File: src/fci_cfg.svh
// Constants for the flash command interface host controller
`ifndef FCI_CFG_SVH
`define FCI_CFG_SVH

////////////////////////////////////////////////////////////////////////////
// Command codes
`define FCI_CMD_READ_ARRAY 8'hff
`define FCI_CMD_READ_ID 8'h90
`define FCI_CMD_READ_STATUS 8'h70
`define FCI_CMD_CLEAR_STATUS 8'h50
`define FCI_CMD_PROG_SETUP 8'h40
`define FCI_CMD_ERASE_SETUP 8'h20
`define FCI_CMD_CONFIRM 8'hd0
`define FCI_CMD_SUSPEND 8'hb0

////////////////////////////////////////////////////////////////////////////
// Status register fields
`define FCI_ST_READY_BIT 7
`define FCI_ST_ERASE_ERR_BIT 5
`define FCI_ST_PROG_ERR_BIT 4
`define FCI_ST_SUPPLY_ERR_BIT 3

////////////////////////////////////////////////////////////////////////////
// Pin layout and reset values
`define FCI_ADDR_W 17
`define FCI_DQ_W 16
`define FCI_ALT_ADDR_BIT 15
`define FCI_OE_WR_WORD 16'hffff
`define FCI_OE_WR_BYTE 16'h80ff
`define FCI_OE_RD_WORD 16'h0000
`define FCI_OE_RD_BYTE 16'h8000
`define FCI_RST_ADDR 17'h00000
`define FCI_RST_DATA 16'h0000

////////////////////////////////////////////////////////////////////////////
// Timing
`define FCI_CLK_NS 100
`define FCI_T_ACC_NS 120
`define FCI_T_WP_NS 50
`define FCI_RD_CYC ((`FCI_T_ACC_NS + `FCI_CLK_NS - 1) / `FCI_CLK_NS)
`define FCI_WP_CYC ((`FCI_T_WP_NS + `FCI_CLK_NS - 1) / `FCI_CLK_NS)
`define FCI_SYNC_CYC 2
`define FCI_POLL_LIMIT 1000000

`endif

File: src/fci_pkg.sv
// Types for the flash command interface host controller
`default_nettype none
`include "fci_cfg.svh"

package fci_pkg;

  typedef enum logic [3:0] {
    FCI_OP_ARRAY,
    FCI_OP_STATUS,
    FCI_OP_CLEAR,
    FCI_OP_ID,
    FCI_OP_ID_HV,
    FCI_OP_PROG,
    FCI_OP_ERASE,
    FCI_OP_SUSPEND,
    FCI_OP_RESUME
  } fci_op_t;

  typedef enum logic [1:0] {
    FCI_ACT_WR,
    FCI_ACT_RD,
    FCI_ACT_POLL,
    FCI_ACT_END
  } fci_act_t;

  typedef struct packed {
    fci_act_t act;
    logic [7:0] cmd;
    logic use_data;
  } fci_step_t;

  typedef struct packed {
    fci_op_t op;
    logic [`FCI_ADDR_W-1:0] addr;
    logic a_m1;
    logic [`FCI_DQ_W-1:0] data;
    logic boot;
  } fci_req_t;

  typedef struct packed {
    logic [`FCI_DQ_W-1:0] data;
    logic [7:0] status;
    logic refused;
    logic timeout;
    logic fail;
  } fci_rsp_t;

endpackage

`default_nettype wire

File: src/fci_host.sv
// Host controller driving the flash command interface pins
`default_nettype none
`include "fci_cfg.svh"

module fci_host #(
  parameter int POLL_LIMIT = `FCI_POLL_LIMIT
) (
  input wire logic sys_clk,
  input wire logic rst_n,
  input wire logic req_valid,
  input wire fci_pkg::fci_req_t req,
  output logic req_ready,
  output logic rsp_valid,
  output fci_pkg::fci_rsp_t rsp,
  input wire logic byte_mode,
  input wire logic pd_req,
  input wire logic supply_ok,
  output logic program_supply_en,
  output logic boot_unlock_en,
  output logic id_voltage_en,
  output logic chip_enable_n,
  output logic output_enable_n,
  output logic write_enable_n,
  output logic power_down_n,
  output logic byte_n,
  output logic [`FCI_ADDR_W-1:0] addr,
  input wire logic [`FCI_DQ_W-1:0] dq_i,
  output logic [`FCI_DQ_W-1:0] dq_o,
  output logic [`FCI_DQ_W-1:0] dq_oe
);

  localparam logic [31:0] RD_WAIT = 32'(`FCI_RD_CYC + `FCI_SYNC_CYC - 1);
  localparam logic [31:0] WP_WAIT = 32'(`FCI_WP_CYC - 1);
  localparam logic [31:0] POLL_MAX = 32'(POLL_LIMIT);

  typedef enum logic [2:0] {
    S_IDLE,
    S_STEP,
    S_WSET,
    S_WPUL,
    S_WEND,
    S_RWAIT,
    S_GAP
  } fci_state_t;

  ////////////////////////////////////////////////////////////////////////////
  // Pin input synchronisers

  logic [`FCI_DQ_W-1:0] dq_s;
  logic supply_ok_s;

  fci_sync #(
    .W(`FCI_DQ_W + 1)
  ) u_sync (
    .sys_clk(sys_clk),
    .rst_n(rst_n),
    .d({supply_ok, dq_i}),
    .q({supply_ok_s, dq_s})
  );

  ////////////////////////////////////////////////////////////////////////////
  // Step table per operation

  function automatic fci_pkg::fci_step_t step_of(fci_pkg::fci_op_t op,
                                                 logic [1:0] st);
    fci_pkg::fci_step_t s;
    s = '{act: fci_pkg::FCI_ACT_END, cmd: 8'h00, use_data: 1'b0};
    case (op)
      fci_pkg::FCI_OP_ARRAY: begin
        if (st == 2'h0) s = '{fci_pkg::FCI_ACT_WR, `FCI_CMD_READ_ARRAY, 1'b0};
        if (st == 2'h1) s.act = fci_pkg::FCI_ACT_RD;
      end
      fci_pkg::FCI_OP_STATUS: begin
        if (st == 2'h0) s = '{fci_pkg::FCI_ACT_WR, `FCI_CMD_READ_STATUS, 1'b0};
        if (st == 2'h1) s.act = fci_pkg::FCI_ACT_RD;
      end
      fci_pkg::FCI_OP_CLEAR: begin
        if (st == 2'h0) s = '{fci_pkg::FCI_ACT_WR, `FCI_CMD_CLEAR_STATUS, 1'b0};
      end
      fci_pkg::FCI_OP_ID: begin
        if (st == 2'h0) s = '{fci_pkg::FCI_ACT_WR, `FCI_CMD_READ_ID, 1'b0};
        if (st == 2'h1) s.act = fci_pkg::FCI_ACT_RD;
        if (st == 2'h2) s = '{fci_pkg::FCI_ACT_WR, `FCI_CMD_READ_ARRAY, 1'b0};
      end
      fci_pkg::FCI_OP_ID_HV: begin
        if (st == 2'h0) s.act = fci_pkg::FCI_ACT_RD;
      end
      fci_pkg::FCI_OP_PROG: begin
        if (st == 2'h0) s = '{fci_pkg::FCI_ACT_WR, `FCI_CMD_PROG_SETUP, 1'b0};
        if (st == 2'h1) s = '{fci_pkg::FCI_ACT_WR, 8'h00, 1'b1};
        if (st == 2'h2) s.act = fci_pkg::FCI_ACT_POLL;
      end
      fci_pkg::FCI_OP_ERASE: begin
        if (st == 2'h0) s = '{fci_pkg::FCI_ACT_WR, `FCI_CMD_ERASE_SETUP, 1'b0};
        if (st == 2'h1) s = '{fci_pkg::FCI_ACT_WR, `FCI_CMD_CONFIRM, 1'b0};
        if (st == 2'h2) s.act = fci_pkg::FCI_ACT_POLL;
      end
      fci_pkg::FCI_OP_SUSPEND: begin
        if (st == 2'h0) s = '{fci_pkg::FCI_ACT_WR, `FCI_CMD_SUSPEND, 1'b0};
        if (st == 2'h1) s.act = fci_pkg::FCI_ACT_POLL;
      end
      fci_pkg::FCI_OP_RESUME: begin
        if (st == 2'h0) s = '{fci_pkg::FCI_ACT_WR, `FCI_CMD_CONFIRM, 1'b0};
      end
      default: s.act = fci_pkg::FCI_ACT_END;
    endcase
    return s;
  endfunction

  ////////////////////////////////////////////////////////////////////////////
  // State

  fci_state_t state_r, state_nxt;
  logic [1:0] step_r, step_nxt;
  logic [31:0] cnt_r, cnt_nxt;
  logic [31:0] tmo_r, tmo_nxt;
  logic suspended_r, suspended_nxt;
  fci_pkg::fci_req_t req_r, req_nxt;
  fci_pkg::fci_rsp_t rsp_r, rsp_nxt;
  logic ready_r, ready_nxt, done_r, done_nxt;
  logic vpp_r, vpp_nxt, boot_r, boot_nxt, a9_r, a9_nxt;
  logic ce_n_r, ce_n_nxt, oe_n_r, oe_n_nxt, we_n_r, we_n_nxt;
  logic pwd_n_r, pwd_n_nxt, byte_n_r;
  logic [`FCI_ADDR_W-1:0] addr_r, addr_nxt;
  logic [`FCI_DQ_W-1:0] dq_o_r, dq_o_nxt, dq_oe_r, dq_oe_nxt;

  ////////////////////////////////////////////////////////////////////////////
  // Decoding

  fci_pkg::fci_step_t cur;
  logic is_alter, read_only_op, refuse, is_id;
  logic [`FCI_DQ_W-1:0] rd_data, wr_word, oe_wr, oe_rd;
  logic [`FCI_ADDR_W-1:0] step_addr;
  logic poll_ready, poll_out, alt_bit;

  assign cur = step_of(req_r.op, step_r);
  assign is_alter = (req.op == fci_pkg::FCI_OP_PROG) ||
                    (req.op == fci_pkg::FCI_OP_ERASE);
  assign read_only_op = (req.op == fci_pkg::FCI_OP_ARRAY) ||
                        (req.op == fci_pkg::FCI_OP_STATUS) ||
                        (req.op == fci_pkg::FCI_OP_RESUME);
  assign refuse = (is_alter && !supply_ok_s) ||
                  (suspended_r && !read_only_op);
  assign is_id = (req_r.op == fci_pkg::FCI_OP_ID) ||
                 (req_r.op == fci_pkg::FCI_OP_ID_HV);
  assign rd_data = byte_mode ? {8'h00, dq_s[7:0]} : dq_s;
  assign step_addr = (is_id && cur.act != fci_pkg::FCI_ACT_WR) ?
                     {{(`FCI_ADDR_W-1){1'b0}}, req_r.addr[0]} : req_r.addr;
  assign alt_bit = byte_mode && !is_id && req_r.a_m1;
  assign wr_word = cur.use_data ? req_r.data : {8'h00, cur.cmd};
  assign oe_wr = byte_mode ? `FCI_OE_WR_BYTE : `FCI_OE_WR_WORD;
  assign oe_rd = byte_mode ? `FCI_OE_RD_BYTE : `FCI_OE_RD_WORD;
  assign poll_ready = dq_s[`FCI_ST_READY_BIT];
  assign poll_out = (tmo_r >= POLL_MAX);

  ////////////////////////////////////////////////////////////////////////////
  // Sequencer

  always_comb begin
    state_nxt = state_r;
    step_nxt = step_r;
    cnt_nxt = cnt_r;
    tmo_nxt = tmo_r;
    suspended_nxt = suspended_r;
    req_nxt = req_r;
    rsp_nxt = rsp_r;
    done_nxt = 1'b0;
    ready_nxt = 1'b0;
    vpp_nxt = vpp_r;
    boot_nxt = boot_r;
    a9_nxt = a9_r;
    ce_n_nxt = ce_n_r;
    oe_n_nxt = oe_n_r;
    we_n_nxt = we_n_r;
    pwd_n_nxt = pwd_n_r;
    addr_nxt = addr_r;
    dq_o_nxt = dq_o_r;
    dq_oe_nxt = dq_oe_r;
    case (state_r)
      S_IDLE: begin
        pwd_n_nxt = !pd_req;
        ready_nxt = !pd_req && pwd_n_r && !(req_valid && ready_r);
        if (req_valid && ready_r) begin
          req_nxt = req;
          step_nxt = 2'h0;
          tmo_nxt = 32'h0;
          rsp_nxt = '0;
          if (refuse) begin
            rsp_nxt.refused = 1'b1;
            done_nxt = 1'b1;
            ready_nxt = 1'b1;
          end else begin
            vpp_nxt = is_alter;
            boot_nxt = req.boot;
            a9_nxt = (req.op == fci_pkg::FCI_OP_ID_HV);
            state_nxt = S_STEP;
          end
        end
      end
      S_STEP: begin
        addr_nxt = step_addr;
        case (cur.act)
          fci_pkg::FCI_ACT_WR: begin
            ce_n_nxt = 1'b0;
            oe_n_nxt = 1'b1;
            dq_o_nxt = wr_word;
            dq_o_nxt[`FCI_ALT_ADDR_BIT] = byte_mode ? alt_bit :
                                          wr_word[`FCI_ALT_ADDR_BIT];
            dq_oe_nxt = oe_wr;
            state_nxt = S_WSET;
          end
          fci_pkg::FCI_ACT_RD, fci_pkg::FCI_ACT_POLL: begin
            ce_n_nxt = 1'b0;
            oe_n_nxt = 1'b0;
            we_n_nxt = 1'b1;
            dq_o_nxt = {alt_bit, {(`FCI_DQ_W-1){1'b0}}};
            dq_oe_nxt = oe_rd;
            cnt_nxt = RD_WAIT;
            state_nxt = S_RWAIT;
          end
          default: begin
            rsp_nxt.fail = vpp_r && (rsp_r.status[`FCI_ST_PROG_ERR_BIT] ||
                           rsp_r.status[`FCI_ST_ERASE_ERR_BIT] ||
                           rsp_r.status[`FCI_ST_SUPPLY_ERR_BIT]);
            if (req_r.op == fci_pkg::FCI_OP_SUSPEND && !rsp_r.timeout) begin
              suspended_nxt = 1'b1;
            end
            if (req_r.op == fci_pkg::FCI_OP_RESUME) begin
              suspended_nxt = 1'b0;
            end
            vpp_nxt = 1'b0;
            boot_nxt = 1'b0;
            a9_nxt = 1'b0;
            done_nxt = 1'b1;
            ready_nxt = !pd_req;
            state_nxt = S_IDLE;
          end
        endcase
      end
      S_WSET: begin
        we_n_nxt = 1'b0;
        cnt_nxt = WP_WAIT;
        state_nxt = S_WPUL;
      end
      S_WPUL: begin
        if (cnt_r == 32'h0) begin
          we_n_nxt = 1'b1;
          state_nxt = S_WEND;
        end else begin
          cnt_nxt = cnt_r - 32'h1;
        end
      end
      S_WEND: begin
        ce_n_nxt = 1'b1;
        step_nxt = step_r + 2'h1;
        state_nxt = S_GAP;
      end
      S_RWAIT: begin
        if (cnt_r == 32'h0) begin
          ce_n_nxt = 1'b1;
          oe_n_nxt = 1'b1;
          state_nxt = S_GAP;
          if (cur.act == fci_pkg::FCI_ACT_POLL) begin
            rsp_nxt.status = dq_s[7:0];
            tmo_nxt = tmo_r + 32'h1;
            if (poll_ready) begin
              step_nxt = step_r + 2'h1;
            end else if (poll_out) begin
              rsp_nxt.timeout = 1'b1;
              step_nxt = step_r + 2'h1;
            end
          end else begin
            rsp_nxt.data = rd_data;
            rsp_nxt.status = dq_s[7:0];
            step_nxt = step_r + 2'h1;
          end
        end else begin
          cnt_nxt = cnt_r - 32'h1;
        end
      end
      S_GAP: begin
        dq_oe_nxt = byte_mode ? `FCI_OE_RD_BYTE : `FCI_OE_RD_WORD;
        state_nxt = S_STEP;
      end
      default: state_nxt = S_IDLE;
    endcase
  end

  always_ff @(posedge sys_clk) begin
    if (!rst_n) begin
      state_r <= S_IDLE;
      step_r <= 2'h0;
      cnt_r <= 32'h0;
      tmo_r <= 32'h0;
      suspended_r <= 1'b0;
      req_r <= '0;
      rsp_r <= '0;
      ready_r <= 1'b0;
      done_r <= 1'b0;
    end else begin
      state_r <= state_nxt;
      step_r <= step_nxt;
      cnt_r <= cnt_nxt;
      tmo_r <= tmo_nxt;
      suspended_r <= suspended_nxt;
      req_r <= req_nxt;
      rsp_r <= rsp_nxt;
      ready_r <= ready_nxt;
      done_r <= done_nxt;
    end
  end

  always_ff @(posedge sys_clk) begin
    if (!rst_n) begin
      vpp_r <= 1'b0;
      boot_r <= 1'b0;
      a9_r <= 1'b0;
      ce_n_r <= 1'b1;
      oe_n_r <= 1'b1;
      we_n_r <= 1'b1;
      pwd_n_r <= 1'b0;
      byte_n_r <= 1'b1;
      addr_r <= `FCI_RST_ADDR;
      dq_o_r <= `FCI_RST_DATA;
      dq_oe_r <= `FCI_OE_RD_WORD;
    end else begin
      vpp_r <= vpp_nxt;
      boot_r <= boot_nxt;
      a9_r <= a9_nxt;
      ce_n_r <= ce_n_nxt;
      oe_n_r <= oe_n_nxt;
      we_n_r <= we_n_nxt;
      pwd_n_r <= pwd_n_nxt;
      byte_n_r <= !byte_mode;
      addr_r <= addr_nxt;
      dq_o_r <= dq_o_nxt;
      dq_oe_r <= dq_oe_nxt;
    end
  end

  ////////////////////////////////////////////////////////////////////////////
  // Outputs

  assign req_ready = ready_r;
  assign rsp_valid = done_r;
  assign rsp = rsp_r;
  assign program_supply_en = vpp_r;
  assign boot_unlock_en = boot_r;
  assign id_voltage_en = a9_r;
  assign chip_enable_n = ce_n_r;
  assign output_enable_n = oe_n_r;
  assign write_enable_n = we_n_r;
  assign power_down_n = pwd_n_r;
  assign byte_n = byte_n_r;
  assign addr = addr_r;
  assign dq_o = dq_o_r;
  assign dq_oe = dq_oe_r;

endmodule

`default_nettype wire

File: src/fci_sync.sv
// Two-stage synchroniser for pin inputs
`default_nettype none

module fci_sync #(
  parameter int W = 1
) (
  input wire logic sys_clk,
  input wire logic rst_n,
  input wire logic [W-1:0] d,
  output logic [W-1:0] q
);

  logic [W-1:0] meta_r;

  always_ff @(posedge sys_clk) begin
    if (!rst_n) begin
      meta_r <= '0;
      q <= '0;
    end else begin
      meta_r <= d;
      q <= meta_r;
    end
  end

endmodule

`default_nettype wire

File: config.mk
export PLATFORM = sky130hd
export DESIGN_NAME = fci_host
export DESIGN_NICKNAME = d
export VERILOG_FILES = /design/src/fci_pkg.sv /design/src/fci_host.sv /design/src/fci_sync.sv
export VERILOG_INCLUDE_DIRS = /design/src
export SDC_FILE = /design/constraint.sdc
export NUM_CORES = 1
export LEC_CHECK = 0
export BUFFER_PORTS_ARGS = -buffer_cell sky130_fd_sc_hd__clkbuf_2
export CORE_MARGIN = 2
export CORE_UTILIZATION = 51
export CTS_CLUSTER_SIZE = 25
export DETAILED_ROUTE_END_ITERATION = 8
export PLACE_DENSITY_LB_ADDON = 0.12
export SETUP_SLACK_MARGIN = 0.2
export SLEW_MARGIN = 30
export SYNTH_ARGS = -nofsm -noshare
export SYNTH_HDL_FRONTEND = slang
export SYNTH_HIERARCHICAL = 1
export SYNTH_SLANG_ARGS = --single-unit
File: constraint.sdc
create_clock -name sys_clk -period 3.3 [get_ports sys_clk]
set_input_delay 0.495 -clock sys_clk [delete_from_list [all_inputs] [get_ports sys_clk]]
set_output_delay 0.495 -clock sys_clk [all_outputs]
set_load 0.02 [all_outputs]
; ---- Word-level counts from Yosys, hierarchy flattened
; Index checks and enable logic that the tools add are counted.
[classes]
n_eq_ne = 37
reduce_logical = 60
mux = 86
bitwise = 1
addsub = 3
magnitude_cmp = 1
[ops]
columns = op, n
row1 = $mux W32, 5
row2 = $mux W11, 11
row3 = $pmux W16 S2, 3
row4 = $pmux W32 S3, 1
row5 = $pmux W9 S8, 1
row6 = $mux W16, 4
row7 = $pmux W32 S2, 1
row8 = $pmux W24 S2, 1
row9 = $add A32 B1 Y32 const B, 1
row10 = $ge A32 B20 Y1 const B, 1
row11 = $logic_not A32 Y1, 1
row12 = $sub A32 B1 Y32 const B, 1
row13 = $eq A4 B3 Y1 const B, 7
row14 = $mux W27, 1
row15 = $mux W1, 24
row16 = $mux W2, 12
row17 = $mux W24, 1
row18 = $ne A2 B2 Y1 const B, 11
row19 = $pmux W3 S7, 1
row20 = $reduce_and A3 Y1, 7
row21 = $reduce_and A4 Y1, 5
row22 = $pmux W1 S2, 9
row23 = $pmux W2 S9, 1
row24 = $mux W17, 1
row25 = other kinds (30), 77
[totals]
input_bits = 61
out_inout_bits = 86
elab_cells = 217
register_bits = 228

; ---- Logic depth before layout (Yosys ltp)
[logic_depth]
ltp_word = 9
ltp_mapped = 15
depth_no_buf = 13

; ---- Modules after synthesis
; The synthesis kept the hierarchy.
[modules_own_cells]
columns = mod, seq_area_each_um2, instances, cells_each, area_per_inst_um2
row1 = fci_host, 3623.5, 1, 1027, 8458.1
row2 = fci_sync, 680.7, 1, 71, 950.9

; ---- Least setup slack after synthesis
; No wires, ideal clock.
[synth_path]
path_kind = register to register
start = register step_r[0]
end = register cnt_r[13]
slack_ns = -0.297
period_less_slack_ns = 3.597
required_time_ns = 3.230
setup_ns = 0.070
path_stages_with_launch = 15
n_path_buf = 1
t_arrival_ns = 3.527
cell_sequence = dfxtp_1 -> inv_1 -> ha_1 -> clkbuf_1 -> nor2_1 -> and3_1 -> nor4_1 -> inv_1 -> ha_1 -> nand2b_1 -> a21oi_1 -> nor3_1 -> o31ai_1 -> or4_1 -> a21oi_1
[synth_between]
elab_chain_len = 9
word_cells_on_any_way = 27
cone_classes = eq/ne: 5 / mux: 19 / reduce/logical: 3
[synth_rtl]
columns = element, line
row1 = from (decl), fci_host.sv:114  ; logic [1:0] step_r, step_nxt;
row2 = from (signal assigned), fci_host.sv:302  ; step_r <= step_nxt;
row3 = $logic_not A2 Y1, --
row4 = $mux W11 (on tied branches), "fci_host.sv:94, fci_host.sv:81, fci_host.sv:89"
row5 = $mux W11 (tied with other cells), fci_host.sv:95  ; if (st == 2'h1) s = '{fci_pkg::FCI_ACT_WR, `FCI_CMD_CONFIRM, 1'b0};
row6 = $mux W2 (tied with other cells), fci_host.sv:96  ; if (st == 2'h2) s.act = fci_pkg::FCI_ACT_POLL;
row7 = $pmux W2 S9 *, fci_host.sv:68  ; case (op)
row8 = $eq A2 B2 Y1 or $eq A2 B1 Y1 (tied branches), fci_host.sv:202  ; case (cur.act)
row9 = $reduce_or A2 Y1 *, fci_host.sv:202
row10 = $ne A2 B1 Y1 (no line) *, --
row11 = $reduce_and A3 Y1 (no line) *, --
row12 = to (signal assigned), fci_host.sv:303  ; cnt_r <= cnt_nxt;
row13 = to (decl), fci_host.sv:115  ; logic [31:0] cnt_r, cnt_nxt;
; Every way passes the cells marked *; elsewhere a longest branch is shown, timed or not.
; A chain may end at the register's enable or synchronous reset.

; ---- Final worst setup path
[layout_path]
start = register step_r[1]
end = register cnt_r[17]
; Same word-level chain as after synthesis.

==> results.md <==
- Status: finished clean
- Fin nets: 1313
- Worst slew pin tran: 0.713 ns
- N_diodes: 0
- Die width: 140 µm
- Routed wire length: 23300 µm
- Global route overflow: 0
- Critical path data arrival time: 3.46 ns
- Mapped cell area: 9410 µm²
- Top_reg_cell synth: dfxtp_1
- CP max FO: 7
- Synth cell count leaders: dfxtp_1, nand2_1, a21boi_0, clkbuf_1, nand3_1
- Vias per inst: 5.62
- Most frequent cell after synthesis: dfxtp_1
- Max-Cap Viols: 0
- Skew final: 0.0101 ns
- Setup TNS Final: 0 ns
- Average cell area after synthesis: 8.57 µm²
- Total CTS buffers: 23
- Hold Crit Class: input pin to register
- Vias: 8353
- RSZ-0062 raised after global routing: yes
- Seq pwr share: 0.347
- Synth top area share: 0.457
- Peak Freq: 332 MHz
- Vias in the first global route: 7623
- Crit path capture type: register
- # DRC: 0
- Clock root buffer: clkbuf_16
- Combinational share of power: 0.372
- Origin of the critical flop-to-flop path: step_r[1]
- CTS clk-pin slew, worst paths: 0.06 ns
- Top post-synthesis cells by area: dfxtp_1, nand2_1, a21boi_0, nand3_1, a21oi_1
- Synth unique cells: 67
- Clock Sink Count: 215
- Power Internal: 5.57 mW
- Slew headroom: 0.525
- Synthesized flop and latch total: 215
- Iteration-0 DRC Markers: 464
- Cell Pwr Density: 785 nW/µm²
- Post-Synthesis Cells: 1098
- Largest net degree at the start of global routing: 116
- Worst Setup SP: step_r[1]
- CP Launch Type: register
- CTS tree: done
- Synthesized Nets: 1171
- Share of layout cells above drive strength 1: 0.257
- Worst EP required: 3.74 ns
- Min Tclk post-route: 3.01 ns
- Gp weighted congestion: 0.886
- Antenna-violating nets left: 0
- Hpwl dp: 15200 µm
- # IOs: 147
- Lkg Pwr: 4.55 nW
- I/O Buffers: 146
- Core region area: 18000 µm²
- Synth Warn #: 6
- Initial Utilization: 0.522
- Worst setup path class: register to register
- Worst-skew pair later-pin latency: 0.51 ns
- Worst slack, placed: 0.124 ns
- DRT Pass-1 Iters: 5
- Clock buffer depth: 3
- Final worst setup slack: 0.287 ns
- Leading area contributor after synthesis: dfxtp_1
- FP Rows: 49
- Clock power share: 0.281
- Sequential share of the synthesized area: 0.457
- H-Tree Depth: 1
- Tcrit/Tclk final: 0.913
- Tot GR Track Use: 0.228
- Peak VDD IR: 0.727 mV
- Full die area: 19600 µm²
- Final hold violation count: 0
- Die height: 140 µm
- First-pass GRT wire length: 37700 µm
- NetSw: 3.51 mW
- Fin. max-slew vios: 0
- Drt wl/cell: 15.7 µm
- Sw frac: 0.387
- Hold Startpoint: dq_i[13]
- Post-synth EDFFs: 0
- Asr flop ratio synth: 0
- Area Overhead vs Synth: 23.0%
- Final setup fails: 0
- Antenna violations before repair: 0
per-layer routing:
metal / vias to the layer above / global-route usage / wire (µm)
met5: - / 0 / 0
met4: 0 / 0.0616 / 513
met3: 39 / 0.0588 / 1700
met2: 225 / 0.349 / 10300
met1: 3863 / 0.320 / 10800
li1: 4226 / - / -
registers in the layout, summed over array words and instances, names as in the netlist, 2 cells and up:
register and cells:
dq_oe 3, dq_o 16, u_sync/q 17, rsp 27, u_sync/meta_r 17, step_r 2, req_r 38, cnt_r 32
state_r 3, tmo_r 32, addr 17
power groups by stage:
stage	clock (mW)	sequential (mW)	combinational (mW)
after global placement	0	3.19	3.07
after global routing	2.72	3.20	3.70
final	2.55	3.15	3.38
after detailed placement	0	3.19	3.09
after floorplan	0	3.19	2.13
after CTS	2.61	3.14	3.14
path summary, 6_finish.rpt:
check	end	slack, ns	cells past startpoint
worst max-delay path	cnt_r[17]	0.29	14
worst min register to register	rsp[20]	0.43	2
worst min-delay path	u_sync/meta_r[13]	0.20	2
worst max register to register	cnt_r[17]	0.29	14
critical path, cell delays in order (launching register included):
cell and delay [ns]:
dfxtp_4 0.39, inv_6 0.05, ha_4 0.17, nor2_4 0.14, a2111oi_4 0.09, o41ai_2 0.32
nor2_1 0.11, ha_1 0.30, nand2b_1 0.14, a21oi_4 0.10, nor3_4 0.37, o31ai_4 0.17
buf_4 0.17, or3_1 0.30, a21oi_1 0.11
per-stage QoR:
step	cells	cell area, µm²	total power [mW]	hold WS, ns	utilization
detailed placement	1434	10500	6.28	0.427	0.580
finish	1485	11600	9.08	0.195	0.642
CTS	1475	11300	8.89	0.183	0.625
floorplan	1098	9450	5.31	0.420	-
global placement	1434	10500	6.26	0.421	0.580
global route	1485	11600	9.62	0.184	0.642
layout by cell type, fill, tap and decap left out, types with 16 or more instances in the layout:
cell type,instances
or4_1,32
a21oi_1,51
clkbuf_2,145
a21boi_0,57
buf_4,49
nor2b_1,16
clkbuf_16,24
nor2_1,46
dfxtp_1,209
a22o_1,16
nand2_1,173
o31ai_1,27
nand3_1,54
or3_1,20
inv_1,17
and2_2,34
o21ai_0,44
cells by family (layout without fill, tap and decap cells):
family                   count (synthesis)  count (layout)  synth area share
adder cells (fa/ha/maj)                 12              12            0.0160
XOR/XNOR                                14              14            0.0130
AND/OR/NAND/NOR                        471             471             0.260
flip-flops                             215             215             0.457
buffers and inverters                  100             258            0.0460
AO/OA/AOI/OAI                          280             280             0.202
multiplexers                             6               6           0.00638
timing repair:
item / 4_1_cts / 5_1_grt
setup endpoints to repair: 26 / 74
pin swaps: 1 / 13
gates cloned: 0 / 1
hold buffers: 0 / 0
buffers inserted: 0 / 9
hold endpoints to repair: 0 / 0
gates resized for setup: 7 / 58
cell type report:
class | count | area [µm²]
repair buffers | 198 | 1160
clock inverters | 6 | 58.8
fillers | 1557 | 6450
flip-flops and latches | 215 | 4320
well taps | 229 | 287
clock buffers | 35 | 701
multi-input cells | 783 | 4960
inverters | 19 | 81.3
(Power assumes the default switching activity.)
